[src/include/cantm_map.svh]
// Constants of the CAN transceiver mode and pin controller.
// Assumes a 200 MHz CLOCK; counts are derived from nanosecond figures.
`ifndef CANTM_MAP_SVH
`define CANTM_MAP_SVH

// ==========================================================
// Timing
// ==========================================================
`define CANTM_CLK_NS        5
`define CANTM_DOM_TO_NS     1000000
`define CANTM_START_NS      100000
`define CANTM_INH_OFF_NS    200000
`define CANTM_WAKE_FILT_NS  50000
`define CANTM_CYC(ns) (((ns) + `CANTM_CLK_NS - 1) / `CANTM_CLK_NS)
`define CANTM_DOM_TO_CYC    `CANTM_CYC(`CANTM_DOM_TO_NS)
`define CANTM_START_CYC     `CANTM_CYC(`CANTM_START_NS)
`define CANTM_INH_OFF_CYC   `CANTM_CYC(`CANTM_INH_OFF_NS)
`define CANTM_WAKE_FILT_CYC `CANTM_CYC(`CANTM_WAKE_FILT_NS)

// ==========================================================
// Mode field codes
// ==========================================================
`define CANTM_DEV_NORMAL    3'h7
`define CANTM_DEV_STANDBY   3'h4
`define CANTM_DEV_SLEEP     3'h1
`define CANTM_TRX_STANDBY   2'h0
`define CANTM_TRX_SILENT    2'h3

// ==========================================================
// Positions in the pin synchroniser vector
// ==========================================================
`define CANTM_SY_BAT   0
`define CANTM_SY_IO    1
`define CANTM_SY_OVT   2
`define CANTM_SY_TX    3
`define CANTM_SY_RXS   4
`define CANTM_SY_BUS   5
`define CANTM_SY_WAKE  6
`define CANTM_SY_CS    7
`define CANTM_SY_SCK   8
`define CANTM_SY_SDI   9
`define CANTM_SY_N     10

`endif

[src/include/cantm_pkg.sv]
// Types of the CAN transceiver mode and pin controller.
// Assumes cantm_map.svh supplies the numeric constants.
`default_nettype none

package cantm_pkg;

	// ======================================================
	// Operating modes, Gray along off-standby-normal
	// ======================================================
	typedef enum logic [2:0]
	{
		CANTM_OFF   = 3'h0,
		CANTM_STBY  = 3'h1,
		CANTM_NORM  = 3'h3,
		CANTM_SLEEP = 3'h2,
		CANTM_MRST  = 3'h6,
		CANTM_OVT   = 3'h7
	} cantm_mode_e;

	// Cycle counter
	typedef logic [19:0] cantm_cnt_t;

endpackage

`default_nettype wire

[src/rtl/cantm_dom_timer.sv]
// Dominant time-out timer on the transmit input.
// Assumes tx_low is synchronous to CLOCK.
`timescale 1ns/1ps
`default_nettype none
`include "cantm_map.svh"

module cantm_dom_timer
	import cantm_pkg::*;
#(
	parameter cantm_cnt_t LIMIT = cantm_cnt_t'(`CANTM_DOM_TO_CYC)
)
(
	input  wire logic clock,
	input  wire logic nrst,
	input  wire logic tx_low,
	output var  logic timed_out
);

	// ======================================================
	// Counter
	// ======================================================
	cantm_cnt_t count;      // Cycles of dominant request
	cantm_cnt_t next_count; // Next count
	logic       expired;    // Limit passed

	// Saturates past the limit, clears on a high input
	assign expired    = (count > LIMIT);
	assign next_count = !tx_low ? '0 :
		(expired ? count : count + cantm_cnt_t'(1));
	assign timed_out  = expired;

	// Count register
	always_ff @(posedge clock)
	begin
		if (!nrst)
			count <= '0;
		else
			count <= next_count;
	end

endmodule

`default_nettype wire

[src/rtl/cantm_wake_filter.sv]
// Local wake input filter and edge detector.
// Assumes level is already synchronised to clock.
`timescale 1ns/1ps
`default_nettype none
`include "cantm_map.svh"

module cantm_wake_filter
	import cantm_pkg::*;
#(
	parameter cantm_cnt_t FILT = cantm_cnt_t'(`CANTM_WAKE_FILT_CYC)
)
(
	input  wire logic clock,
	input  wire logic nrst,
	input  wire logic level,
	input  wire logic rise_en,
	input  wire logic fall_en,
	output var  logic wake_event
);

	// ======================================================
	// Filter state
	// ======================================================
	logic       held;       // Accepted level
	cantm_cnt_t count;      // Cycles level differs
	logic       settled;    // New level lasted long enough
	logic       next_event; // Enabled edge accepted

	// Short pulses restart the count and never reach held
	assign settled    = (level != held) && (count >= FILT - 1);
	assign next_event = settled && (level ? rise_en : fall_en);

	// Filter registers
	always_ff @(posedge clock)
	begin
		if (!nrst)
		begin
			held       <= 1'b0;
			count      <= '0;
			wake_event <= 1'b0;
		end
		else
		begin
			held       <= settled ? level : held;
			count      <= (level == held || settled) ? '0 :
				count + cantm_cnt_t'(1);
			wake_event <= next_event;
		end
	end

endmodule

`default_nettype wire

[src/rtl/cantm_mode_ctrl.sv]
// Mode controller and pin logic of a high-speed CAN transceiver.
// Assumes pins arrive asynchronously; register-side inputs share CLOCK.
//
// Behaviour
// - Normal mode, transmit high: drivers off, recessive
// - Transmit low drives the bus dominant
// - Standby drivers off; sleep and off passive
// - Floating transmit input reads as high
// - Dominant time-out releases bus until high
// - Low at Normal entry blocks until high
// - Receive output follows bus in Normal, Silent
// - Standby receive high, low after wake-up
// - Receive clamped recessive blocks transmission
// - Inhibit on in Normal, Standby; off Sleep
// - Wake-up or power-up switches inhibit on
// - Watchdog reset turns inhibit off briefly
// - Filtered rising or falling local wake edge
// - Serial output released while select high
// - Serial clock idles low
// - Select active low gates sampling, output
// - Serial port enable depends on mode
// - Transceiver sub-state from transceiver mode field
// - Low battery forces Power Off
// - Power-up initialises, then Standby after delay
// - Code 111 moves to Normal; wake stays
// - Code 0x4 gives Standby with io supply
// - Refused sleep request lands in Standby
`timescale 1ns/1ps
`default_nettype none
`include "cantm_map.svh"

module cantm_mode_ctrl
	import cantm_pkg::*;
#(
	parameter cantm_cnt_t DOM_TO_CYC  = cantm_cnt_t'(`CANTM_DOM_TO_CYC),
	parameter cantm_cnt_t START_CYC   = cantm_cnt_t'(`CANTM_START_CYC),
	parameter cantm_cnt_t INH_OFF_CYC = cantm_cnt_t'(`CANTM_INH_OFF_CYC),
	parameter cantm_cnt_t FILT_CYC    = cantm_cnt_t'(`CANTM_WAKE_FILT_CYC)
)
(
	input  wire logic       CLOCK,
	input  wire logic       NRST,
	input  wire logic       BATTERY_ON,
	input  wire logic       IO_SUPPLY_OK,
	input  wire logic       OVERTEMP,
	input  wire logic       TX_DATA_IN,
	input  wire logic       TX_DATA_DRIVEN,
	output var  logic       RX_DATA_OUT,
	input  wire logic       RX_DATA_SENSE,
	input  wire logic       BUS_RECESSIVE,
	output var  logic       BUS_DRIVE_DOM,
	output var  logic       BUS_BIAS_ON,
	output var  logic       BUS_HIGH_OHMIC,
	output var  logic       REGULATOR_INHIBIT_OUT,
	input  wire logic       WAKE_IN,
	input  wire logic       WAKE_RISE_EN,
	input  wire logic       WAKE_FALL_EN,
	input  wire logic       BUS_WAKE_EN,
	input  wire logic       BUS_WAKE_EVENT,
	input  wire logic       WAKE_CLEAR,
	output var  logic       WAKE_PENDING,
	input  wire logic       WDOG_ENABLE,
	input  wire logic       WDOG_RESET,
	input  wire logic       MODE_WRITE,
	input  wire logic [2:0] DEVICE_MODE_FIELD,
	input  wire logic [1:0] TRANSCEIVER_MODE_FIELD,
	output var  logic [2:0] DEVICE_MODE,
	input  wire logic       SPI_SELECT_N,
	input  wire logic       SERIAL_CLOCK,
	input  wire logic       SERIAL_IN,
	output var  logic       SERIAL_OUT,
	output var  logic       SERIAL_OUT_OE_N,
	input  wire logic       SERIAL_OUT_DATA,
	output var  logic       SPI_ENABLE,
	output var  logic       SERIAL_IN_BIT,
	output var  logic       SERIAL_IN_STROBE,
	output var  logic       SERIAL_OUT_SHIFT
);

	// ======================================================
	// Decode helpers
	// ======================================================

	// Inhibit switch state for a mode
	function automatic logic inh_on(input cantm_mode_e m);
		inh_on = (m == CANTM_STBY) || (m == CANTM_NORM) ||
			(m == CANTM_OVT);
	endfunction

	// ======================================================
	// Pin synchronisers
	// ======================================================
	logic [`CANTM_SY_N-1:0] pin_raw; // Asynchronous pin levels
	logic [`CANTM_SY_N-1:0] sync1;   // First stage, read by sync2 only
	logic [`CANTM_SY_N-1:0] sync2;   // Stable pin levels
	logic                   tx_pin;  // Transmit with pull-up applied

	// Undriven transmit input is pulled toward io supply
	assign tx_pin = TX_DATA_IN | ~TX_DATA_DRIVEN;

	assign pin_raw[`CANTM_SY_BAT]  = BATTERY_ON;
	assign pin_raw[`CANTM_SY_IO]   = IO_SUPPLY_OK;
	assign pin_raw[`CANTM_SY_OVT]  = OVERTEMP;
	assign pin_raw[`CANTM_SY_TX]   = tx_pin;
	assign pin_raw[`CANTM_SY_RXS]  = RX_DATA_SENSE;
	assign pin_raw[`CANTM_SY_BUS]  = BUS_RECESSIVE;
	assign pin_raw[`CANTM_SY_WAKE] = WAKE_IN;
	assign pin_raw[`CANTM_SY_CS]   = SPI_SELECT_N;
	assign pin_raw[`CANTM_SY_SCK]  = SERIAL_CLOCK;
	assign pin_raw[`CANTM_SY_SDI]  = SERIAL_IN;

	// Two flip-flops per pin
	for (genvar i = 0; i < `CANTM_SY_N; i++)
	begin : g_sync
		always_ff @(posedge CLOCK)
		begin
			if (!NRST)
			begin
				sync1[i] <= 1'b0;
				sync2[i] <= 1'b0;
			end
			else
			begin
				sync1[i] <= pin_raw[i];
				sync2[i] <= sync1[i];
			end
		end
	end

	// Named stable levels
	wire bat_on  = sync2[`CANTM_SY_BAT];
	wire io_ok   = sync2[`CANTM_SY_IO];
	wire ovt     = sync2[`CANTM_SY_OVT];
	wire tx_low  = !sync2[`CANTM_SY_TX];
	wire rx_sens = sync2[`CANTM_SY_RXS];
	wire bus_rec = sync2[`CANTM_SY_BUS];
	wire cs_high = sync2[`CANTM_SY_CS];
	wire sck     = sync2[`CANTM_SY_SCK];
	wire serial_in     = sync2[`CANTM_SY_SDI];

	// ======================================================
	// Wake-up sources
	// ======================================================
	logic lw_event;  // Filtered local wake edge
	logic pend;      // Wake-up pending
	logic wake_ev;   // Any enabled wake event this cycle
	logic no_src;    // Every wake source disabled
	logic sleep_ok;  // Sleep request may be honoured
	logic wdog_hit;  // Watchdog reset while enabled

	// Local wake edge after parasitic pulse rejection
	cantm_wake_filter #(
		.FILT       (FILT_CYC)
	) u_wake (
		.clock      (CLOCK),
		.nrst       (NRST),
		.level      (sync2[`CANTM_SY_WAKE]),
		.rise_en    (WAKE_RISE_EN),
		.fall_en    (WAKE_FALL_EN),
		.wake_event (lw_event)
	);

	assign wake_ev  = lw_event || (BUS_WAKE_EVENT && BUS_WAKE_EN);
	assign no_src   = !(WAKE_RISE_EN || WAKE_FALL_EN || BUS_WAKE_EN);
	assign sleep_ok = !pend && !wake_ev && !no_src;
	assign wdog_hit = WDOG_ENABLE && WDOG_RESET;

	// ======================================================
	// Mode state machine
	// ======================================================
	cantm_mode_e mode;      // Single operating state
	cantm_mode_e next_mode; // Next operating state
	cantm_cnt_t  cnt;       // Time spent in the current state
	cantm_cnt_t  next_cnt;  // Next time count
	logic        cnt_done;  // Start-up or inhibit-off time over
	logic        wr_norm;   // Normal requested
	logic        wr_stby;   // Standby requested
	logic        wr_sleep;  // Sleep requested

	assign wr_norm  = MODE_WRITE && DEVICE_MODE_FIELD == `CANTM_DEV_NORMAL;
	assign wr_stby  = MODE_WRITE && DEVICE_MODE_FIELD == `CANTM_DEV_STANDBY;
	assign wr_sleep = MODE_WRITE && DEVICE_MODE_FIELD == `CANTM_DEV_SLEEP;
	assign cnt_done = cnt >= ((mode == CANTM_OFF) ? START_CYC - 1 :
		INH_OFF_CYC - 1);

	// Next mode, battery loss overrides everything
	always_comb
	begin
		next_mode = mode;
		if (!bat_on)
			next_mode = CANTM_OFF;
		else
		begin
			case (mode)
				// Boot, then Standby after the start-up time
				CANTM_OFF:
					if (cnt_done)
						next_mode = CANTM_STBY;
				// Wake-up alone never leaves Standby
				CANTM_STBY:
					if (wdog_hit)
						next_mode = CANTM_MRST;
					else if (wr_norm)
						next_mode = CANTM_NORM;
					else if (wr_sleep && sleep_ok)
						next_mode = CANTM_SLEEP;
				// Full function
				CANTM_NORM:
					if (ovt)
						next_mode = CANTM_OVT;
					else if (wdog_hit)
						next_mode = CANTM_MRST;
					else if (wr_stby && io_ok)
						next_mode = CANTM_STBY;
					else if (wr_sleep)
						next_mode = sleep_ok ? CANTM_SLEEP :
							CANTM_STBY;
				// Regulator off until a wake-up, a watchdog reset or a Normal or Standby write with io supply
				CANTM_SLEEP:
					if (pend || wake_ev)
						next_mode = CANTM_STBY;
					else if (wdog_hit)
						next_mode = CANTM_MRST;
					else if (wr_norm && io_ok)
						next_mode = CANTM_NORM;
					else if (wr_stby && io_ok)
						next_mode = CANTM_STBY;
				// Inhibit off for the reset time
				CANTM_MRST:
					if (cnt_done)
						next_mode = CANTM_STBY;
				// Cooling down
				CANTM_OVT:
					if (!ovt)
						next_mode = CANTM_STBY;
				default:
					next_mode = CANTM_OFF;
			endcase
		end
	end

	// Counter clears on every change of state and on low battery
	assign next_cnt = (next_mode != mode || !bat_on) ? '0 :
		(cnt_done ? cnt : cnt + cantm_cnt_t'(1));

	// State registers
	always_ff @(posedge CLOCK)
	begin
		if (!NRST)
		begin
			mode <= CANTM_OFF;
			cnt  <= '0;
		end
		else
		begin
			mode <= next_mode;
			cnt  <= next_cnt;
		end
	end

	// Wake pending, set beats clear, wiped in Power Off
	always_ff @(posedge CLOCK)
	begin
		if (!NRST)
			pend <= 1'b0;
		else if (mode == CANTM_OFF)
			pend <= 1'b0;
		else if (wake_ev)
			pend <= 1'b1;
		else if (WAKE_CLEAR)
			pend <= 1'b0;
	end

	// ======================================================
	// Transceiver
	// ======================================================
	logic trx_norm;   // Sub-state transmits
	logic rx_stream;  // Sub-state reports the bus
	logic trx_norm_d; // Previous trx_norm
	logic tx_block;   // Low at entry, wait for high
	logic timed_out;  // Dominant time-out reached
	logic clamp;      // Receive pin stuck recessive
	logic rx_d1;      // Receive output one cycle ago
	logic rx_d2;      // Receive output two cycles ago
	logic next_drive; // Next driver state
	logic next_rx;    // Next receive output

	// Sub-state from the transceiver field inside Normal
	assign rx_stream = (mode == CANTM_NORM) &&
		TRANSCEIVER_MODE_FIELD != `CANTM_TRX_STANDBY;
	assign trx_norm  = rx_stream &&
		TRANSCEIVER_MODE_FIELD != `CANTM_TRX_SILENT;

	// Timer runs only while a dominant is requested
	cantm_dom_timer #(
		.LIMIT     (DOM_TO_CYC)
	) u_dom (
		.clock     (CLOCK),
		.nrst      (NRST),
		.tx_low    (tx_low && trx_norm),
		.timed_out (timed_out)
	);

	// Drive only with every guard released, never in the entry cycle
	assign next_drive = trx_norm && trx_norm_d && tx_low && !timed_out &&
		!tx_block && !clamp;

	// Bus level, or high with wake pending pulling it low
	assign next_rx = (mode == CANTM_OFF) ? 1'b1 :
		(rx_stream ? bus_rec : !pend);

	// Entry block and clamp detection
	always_ff @(posedge CLOCK)
	begin
		if (!NRST)
		begin
			trx_norm_d <= 1'b0;
			tx_block   <= 1'b0;
			clamp      <= 1'b0;
			rx_d1      <= 1'b1;
			rx_d2      <= 1'b1;
		end
		else
		begin
			trx_norm_d <= trx_norm;
			rx_d1      <= RX_DATA_OUT;
			rx_d2      <= rx_d1;
			// Entering with a low input holds recessive
			if (!tx_low)
				tx_block <= 1'b0;
			else if (trx_norm && !trx_norm_d)
				tx_block <= 1'b1;
			// Driven low yet read high means a clamp
			if (!rx_stream)
				clamp <= 1'b0;
			else if (!rx_d2 && rx_sens)
				clamp <= 1'b1;
		end
	end

	// Bus, receive and inhibit outputs
	always_ff @(posedge CLOCK)
	begin
		if (!NRST)
		begin
			BUS_DRIVE_DOM         <= 1'b0;
			BUS_BIAS_ON           <= 1'b0;
			BUS_HIGH_OHMIC        <= 1'b1;
			RX_DATA_OUT           <= 1'b1;
			REGULATOR_INHIBIT_OUT <= 1'b0;
			WAKE_PENDING          <= 1'b0;
			DEVICE_MODE           <= 3'h0;
		end
		else
		begin
			BUS_DRIVE_DOM         <= next_drive;
			BUS_BIAS_ON           <= trx_norm || rx_stream;
			BUS_HIGH_OHMIC        <= mode == CANTM_OFF ||
				mode == CANTM_SLEEP || mode == CANTM_OVT;
			RX_DATA_OUT           <= next_rx;
			REGULATOR_INHIBIT_OUT <= inh_on(next_mode);
			WAKE_PENDING          <= pend;
			DEVICE_MODE           <= next_mode;
		end
	end

	// ======================================================
	// Serial port pins
	// ======================================================
	logic spi_en;  // Port usable in this mode
	logic spi_act; // Port usable and selected
	logic sck_d;   // Previous serial clock, idles low

	assign spi_en  = mode == CANTM_STBY || mode == CANTM_NORM ||
		mode == CANTM_MRST || (mode == CANTM_SLEEP && io_ok);
	assign spi_act = spi_en && !cs_high;
	assign SERIAL_OUT_OE_N = !spi_act;
	assign SPI_ENABLE = spi_en;

	// Edges count only while selected
	always_ff @(posedge CLOCK)
	begin
		if (!NRST)
		begin
			sck_d            <= 1'b0;
			SERIAL_IN_BIT    <= 1'b0;
			SERIAL_IN_STROBE <= 1'b0;
			SERIAL_OUT_SHIFT <= 1'b0;
			SERIAL_OUT       <= 1'b0;
		end
		else
		begin
			sck_d            <= sck;
			SERIAL_IN_BIT    <= serial_in;
			SERIAL_IN_STROBE <= spi_act && sck && !sck_d;
			SERIAL_OUT_SHIFT <= spi_act && !sck && sck_d;
			SERIAL_OUT       <= SERIAL_OUT_DATA && spi_act;
		end
	end
endmodule

`default_nettype wire

[config.mk]
export PLATFORM = sky130hd
export DESIGN_NAME = cantm_mode_ctrl
export DESIGN_NICKNAME = d
export VERILOG_FILES = /design/src/include/cantm_pkg.sv /design/src/rtl/cantm_dom_timer.sv /design/src/rtl/cantm_wake_filter.sv /design/src/rtl/cantm_mode_ctrl.sv
export VERILOG_INCLUDE_DIRS = /design/src /design/src/include
export SDC_FILE = /design/constraint.sdc
export NUM_CORES = 1
export LEC_CHECK = 0
export BUFFER_PORTS_ARGS = -buffer_cell sky130_fd_sc_hd__buf_2
export CORE_AREA = 2 2 116 73
export CTS_BUF_LIST = sky130_fd_sc_hd__clkbuf_16
export CTS_CLUSTER_DIAMETER = 60
export DETAILED_ROUTE_END_ITERATION = 10
export DIE_AREA = 0 0 118 75
export PLACE_DENSITY = 0.83
export SLEW_MARGIN = 0
export SYNTH_ARGS = -nofsm -noshare
export SYNTH_HDL_FRONTEND = slang
export SYNTH_HIERARCHICAL = 1
export SYNTH_SLANG_ARGS = --single-unit
[constraint.sdc]
create_clock -name CLOCK -period 7.55 [get_ports CLOCK]
set_clock_uncertainty 0.05 [all_clocks]
set_input_delay 2.265 -clock CLOCK [delete_from_list [all_inputs] [get_ports CLOCK]]
set_output_delay 2.265 -clock CLOCK [all_outputs]
set_load 0.05 [all_outputs]
# --- Word-level counts from Yosys, hierarchy flattened ---
# Index checks and enable logic that the tools add are counted.
word_totals:
  ff_bits: 102
  in_bits: 27
  out_inout_bits: 15
  elab_cells: 154
op_classes:
  addsub: 3
  n_lt_le_gt_ge: 3
  n_eq_ne: 15
  muxes: 21
  bitwise_logic: 3
  n_reduce_logical: 66
ops:
  columns: ["operator", "count"]
  rows:
  - ["$add 20x1->20 const B", 3]
  - ["$mux 3", 14]
  - ["$logic_and 1x1->1", 29]
  - ["$ge 20x14->1 const B", 1]
  - ["$ge 20x16->1", 1]
  - ["$gt 20x18->1 const B", 1]
  - ["$mux 16", 1]
  - ["$eq 3x3->1 const B", 5]
  - ["$pmux 3 s5", 1]
  - ["$logic_or 1x1->1", 14]
  - ["$logic_not 1->1", 13]
  - ["$reduce_or 2->1", 5]
  - ["$eq 3x1->1 const B", 3]
  - ["$eq 3x2->1 const B", 3]
  - ["$mux 1", 4]
  - ["$reduce_and 2->1", 2]
  - ["$reduce_bool 2->1", 2]
  - ["$logic_not 3->1", 1]
  - ["$ne 3x3->1", 1]
  - ["$mux 2", 1]
  - ["$ne 2x2->1 const B", 1]
  - ["$not 1->1", 2]
  - ["$eq 1x1->1", 1]
  - ["$ne 1x1->1", 1]
  - ["$or 1x1->1", 1]

# --- Longest topological paths before layout ---
logic_depth:
  depth_word: 15
  ltp_mapped: 12
  ltp_nobuf: 10

# --- Hierarchy ---
# Netlist, hierarchy kept.
by_module_without_submodules:
  columns: ["mod", "instances", "cells_each", "area_each_um2", "seq_area_each_um2"]
  rows:
  - ["cantm_mode_ctrl", 1, 278, 2690.1, 1201.2]
  - ["cantm_dom_timer", 1, 124, 1002.2, 400.4]
  - ["cantm_wake_filter", 1, 87, 825.8, 440.4]

# --- Worst setup path before layout ---
# Ideal clock, no wire load.
synth_path:
  kind: "register -> output"
  from: "register, netlist name DEVICE_MODE[0]"
  to: "output port SERIAL_OUT_OE_N"
  arrival_time_ps: 2622
  t_required_ps: 5235
  path_slack_ps: 2613
  path_stages_with_launch: 5
  n_path_buf: 1
  cell_sequence: "dfxtp_1 -> clkbuf_1 -> inv_1 -> mux2i_1 -> nand2b_1"
synth_lines:
  columns: ["item", "line_no", "source"]
  rows:
  - ["end: declaration", "cantm_mode_ctrl.sv:72", "output var logic SERIAL_OUT_OE_N,"]

# --- Worst setup path after layout ---
layout_path:
  from: "input port BUS_WAKE_EN"
  to: "register cnt[15]"
layout_via:
  elab_chain_len: 15
  elab_cells_between_ends: 22
  classes_between: "eq/ne (1); mux (11); reduce/logical (10)"
layout_rtl:
  columns: ["item", "line_no", "source"]
  rows:
  - ["start: declaration", "cantm_mode_ctrl.sv:58", "input wire logic BUS_WAKE_EN,"]
  - ["$logic_and 1x1->1", "cantm_mode_ctrl.sv:163", "assign wake_ev = lw_event || (BUS_WAKE_EVENT && BUS_WAKE_EN);"]
  - ["$logic_or 1x1->1", "cantm_mode_ctrl.sv:163", null]
  - ["$logic_not 1->1", "cantm_mode_ctrl.sv:165", "assign sleep_ok = !pend && !wake_ev && !no_src;"]
  - ["$logic_and 1x1->1 (2 in a row)", "cantm_mode_ctrl.sv:165", null]
  - ["$mux 2", "cantm_mode_ctrl.sv:216", "next_mode = sleep_ok ? CANTM_SLEEP :"]
  - ["$mux 3", "cantm_mode_ctrl.sv:215", "else if (wr_sleep)"]
  - ["$mux 3", "cantm_mode_ctrl.sv:213", "else if (wr_stby && io_ok)"]
  - ["$mux 3", "cantm_mode_ctrl.sv:211", "else if (wdog_hit)"]
  - ["$mux 3", "cantm_mode_ctrl.sv:209", "if (ovt)"]
  - ["$pmux 3 s5 *", "cantm_mode_ctrl.sv:194", "case (mode)"]
  - ["$mux 3 *", "cantm_mode_ctrl.sv:190", "if (!bat_on)"]
  - ["$ne 3x3->1 *", "cantm_mode_ctrl.sv:243", "assign next_cnt = (next_mode != mode || !bat_on) ? '0 :"]
  - ["$logic_or 1x1->1 *", "cantm_mode_ctrl.sv:243", null]
  - ["$reduce_or 2->1 (no source line) *", null, null]
  - ["end signal: assignment", "cantm_mode_ctrl.sv:257", "cnt <= next_cnt;"]
  - ["end: declaration", "cantm_mode_ctrl.sv:173", "cantm_cnt_t cnt;"]
# Every way passes the cells marked *; elsewhere a longest branch is shown, timed or not.
# A chain may end at the register's enable or synchronous reset.

==> impl_metrics.ini <==
[timing]
fin_crit_ns = 4.51
holdWs_ns = 0.362
worstMarginPinSlew_ns = 1.25
layout_setup_ws_ns = 3.04
fin_setup_tns_ns = 0
max_freq_mhz = 222
setup_viol = 0
slew_headroom_pct = 16.5
finalCritPeriodShare_pct = 59.8
maxSlewViolCount = 0
rsz0062_at_grt = no
hold_viol = 0

[drt]
postRouteAntennaNets = 0
wire_per_inst_um = 14.5
drt-total-wl_um = 9280
drt_drc_violations_left = 0
routed_via_density = 5.68
drtPass1Iterations = 5
wl_met2_um = 4220
highest_layer = met4
wl_met1_um = 4320
vias = 3639
wl_met3_um = 579
drt_first_iter_violations = 269

[synth]
ys.flop_type = dfxtp_1
yosysWarnings = 6
synth_top_area_share_pct = 45.2
ys_seq_area_share_pct = 45.2
ys_types = 63
async_reset_ff_share_pct = 0
synth-edff-count = 0
yosys-top-cells-area = dfxtp_1 (45%), xnor2_1 (4.7%), nor2_1 (4.2%)
synth_area_mm2 = 0.00452
synth_top_area_cell = dfxtp_1
syn_area_per_cell_um2 = 9.24
ys_ff_latch = 102
synth_cells = 489

[die]
io-pin-count = 42
die_y_um = 75
die_w_um = 118
fp.coreArea_mm2 = 0.00773
row_count = 25
start_util_pct = 58.5
dieArea_mm2 = 0.00885

[global_routing]
grt_first_pass_wirelength_um = 15600
grt_use_total_pct = 22.4
overflow = 0
grt_pass1_vias = 3402
antenna_found_initial = 0
grt_max_degree = 39

[place]
io_buffers = 41
post-place-ws_ns = 2.71
dp_hpwl_um = 6620
place_congestion = 0.923
dpl_cell_area_mm2 = 0.00480

[final_layout]
fin_nets = 564
num_antenna_cells = 0
post-route-util_pct = 66.0
drive_gt1_share_pct = 17.4
syn_to_final_growth_pct = 12.9
final_cell_area_mm2 = 0.00510

[critical_path]
cp-end-kind = flop
cp_max_fo = 20
crit_type = primary input to flop
start_kind = primary input
required_ns = 7.68
cp.arrival_ns = 4.64

[clocking]
ctsResizeCount = 0
clk_pin_slew_worst_paths_ns = 0.07
clk_latency_ns = 0.34
h-tree-depth = 3
cts_buffers = 9
cts.sinks = 102
cts_tree = yes
root_buffer = clkbuf_16
clock_path_buffers = 2
cts_hold_buffers = 0
cts_setup_buffers = 0

[run_status]
status = finished clean

[power]
peakVddDrop_v = 0.000165
p_leak_uw = 0.00183
p_per_area_mw_per_mm2 = 205

[hold_path]
hold_class = flop to flop

[job]
drv_cap = 0
[power by group]
| part | switching [uW] | total [uW] | internal (uW) |
|---|---|---|---|
| Sequential | 3.06 | 548 | 545 |
| Combinational | 14.6 | 27.3 | 12.6 |
| Clock | 207 | 467 | 261 |
[metrics by stage]
step / cells / total power [uW]
3_5_place_dp: 625 / 588
5_1_grt: 641 / 1080
3_3_place_gp: 625 / 586
6_report: 641 / 1040
4_1_cts: 641 / 1050
2_1_floorplan: 494 / 575
[path summary, 6_finish.rpt]
path | from | end | slack, ns | depth (start not counted)
hold reg to reg | sck_d | SERIAL_IN_STROBE | 0.36 | 1
setup / recovery | BUS_WAKE_EN | cnt[15] | 3.04 | 7
hold / removal | sck_d | SERIAL_IN_STROBE | 0.36 | 1
setup reg to reg | DEVICE_MODE[0] | cnt[15] | 3.64 | 10
[critical path, cell delays in order]
cell and delay (ns):
buf_2 0.11, or3_1 0.41, a311oi_1 0.29, o22ai_1 0.15, o211a_1 0.29, a211oi_4 1.00
nor3_2 0.11
[state kept, by name, summed over array words and instances (netlist names), 2 cells and up]
name / count
sync1: 10
u_wake/count: 20
sync2: 2
u_dom/count: 20
cnt: 20
DEVICE_MODE: 3
[cells in the mapped netlist, types with 4 or more instances]
library cell / instances
nor4_1: 7
inv_1: 15
a31oi_1: 4
nor3b_1: 5
nand4_1: 8
buf_2: 4
nand3_1: 24
clkbuf_1: 10
and2_1: 27
dfxtp_1: 102
xnor2_1: 24
nand2b_1: 4
or4_1: 8
buf_6: 5
o21ai_0: 18
mux2i_1: 5
o21a_1: 4
a21oi_1: 18
or3_1: 10
nor2_1: 51
nand2_1: 34
ha_1: 9
xor2_1: 6
nor3_1: 11
and3_1: 8
nor3_2: 17
[area by class of cell]
type | count | area, um^2
Multi-Input combinational cell | 358 | 2350
Inverter | 15 | 56.3
Timing Repair Buffer | 42 | 213
Sequential cell | 102 | 2040
Tap cell | 108 | 135
Fill cell | 627 | 2630
Clock inverter | 7 | 78.8
Clock buffer | 9 | 225
[logic make-up after synthesis]
group / count (synthesis) / share of synthesized area (%)
buffers and inverters: 34 / 3.77
flip-flops: 102 / 45.2
adder cells (fa/ha/maj): 9 / 2.49
other: 1 / 0.0830
multiplexers: 5 / 1.11
XOR/XNOR: 30 / 5.82
AO/OA/AOI/OAI: 72 / 11.2
AND/OR/NAND/NOR: 236 / 30.4
[cells in the final DEF, fill, tap and decap left out, types with 10 or more instances in the layout]
master / Yosys / final
nand3_1: 24 / 24
xnor2_1: 24 / 24
nor3_1: 11 / 11
a21oi_1: 18 / 18
inv_1: 15 / 15
nor2_1: 51 / 51
nor3_2: 17 / 17
dfxtp_1: 102 / 102
buf_2: 4 / 41
o21ai_0: 18 / 18
or3_1: 10 / 10
and2_1: 27 / 27
nand2_1: 34 / 34
[metal layers]
| metal | up-vias | global-route usage, % |
|---|---|---|
| li1 | 1806 | - |
| met1 | 1706 | 28.4 |
| met2 | 113 | 37.8 |
| met3 | 14 | 5.53 |
| met4 | 0 | 8.97 |
| met5 | - | 0 |
No activity file was read; power rests on OpenSTA's default activity.
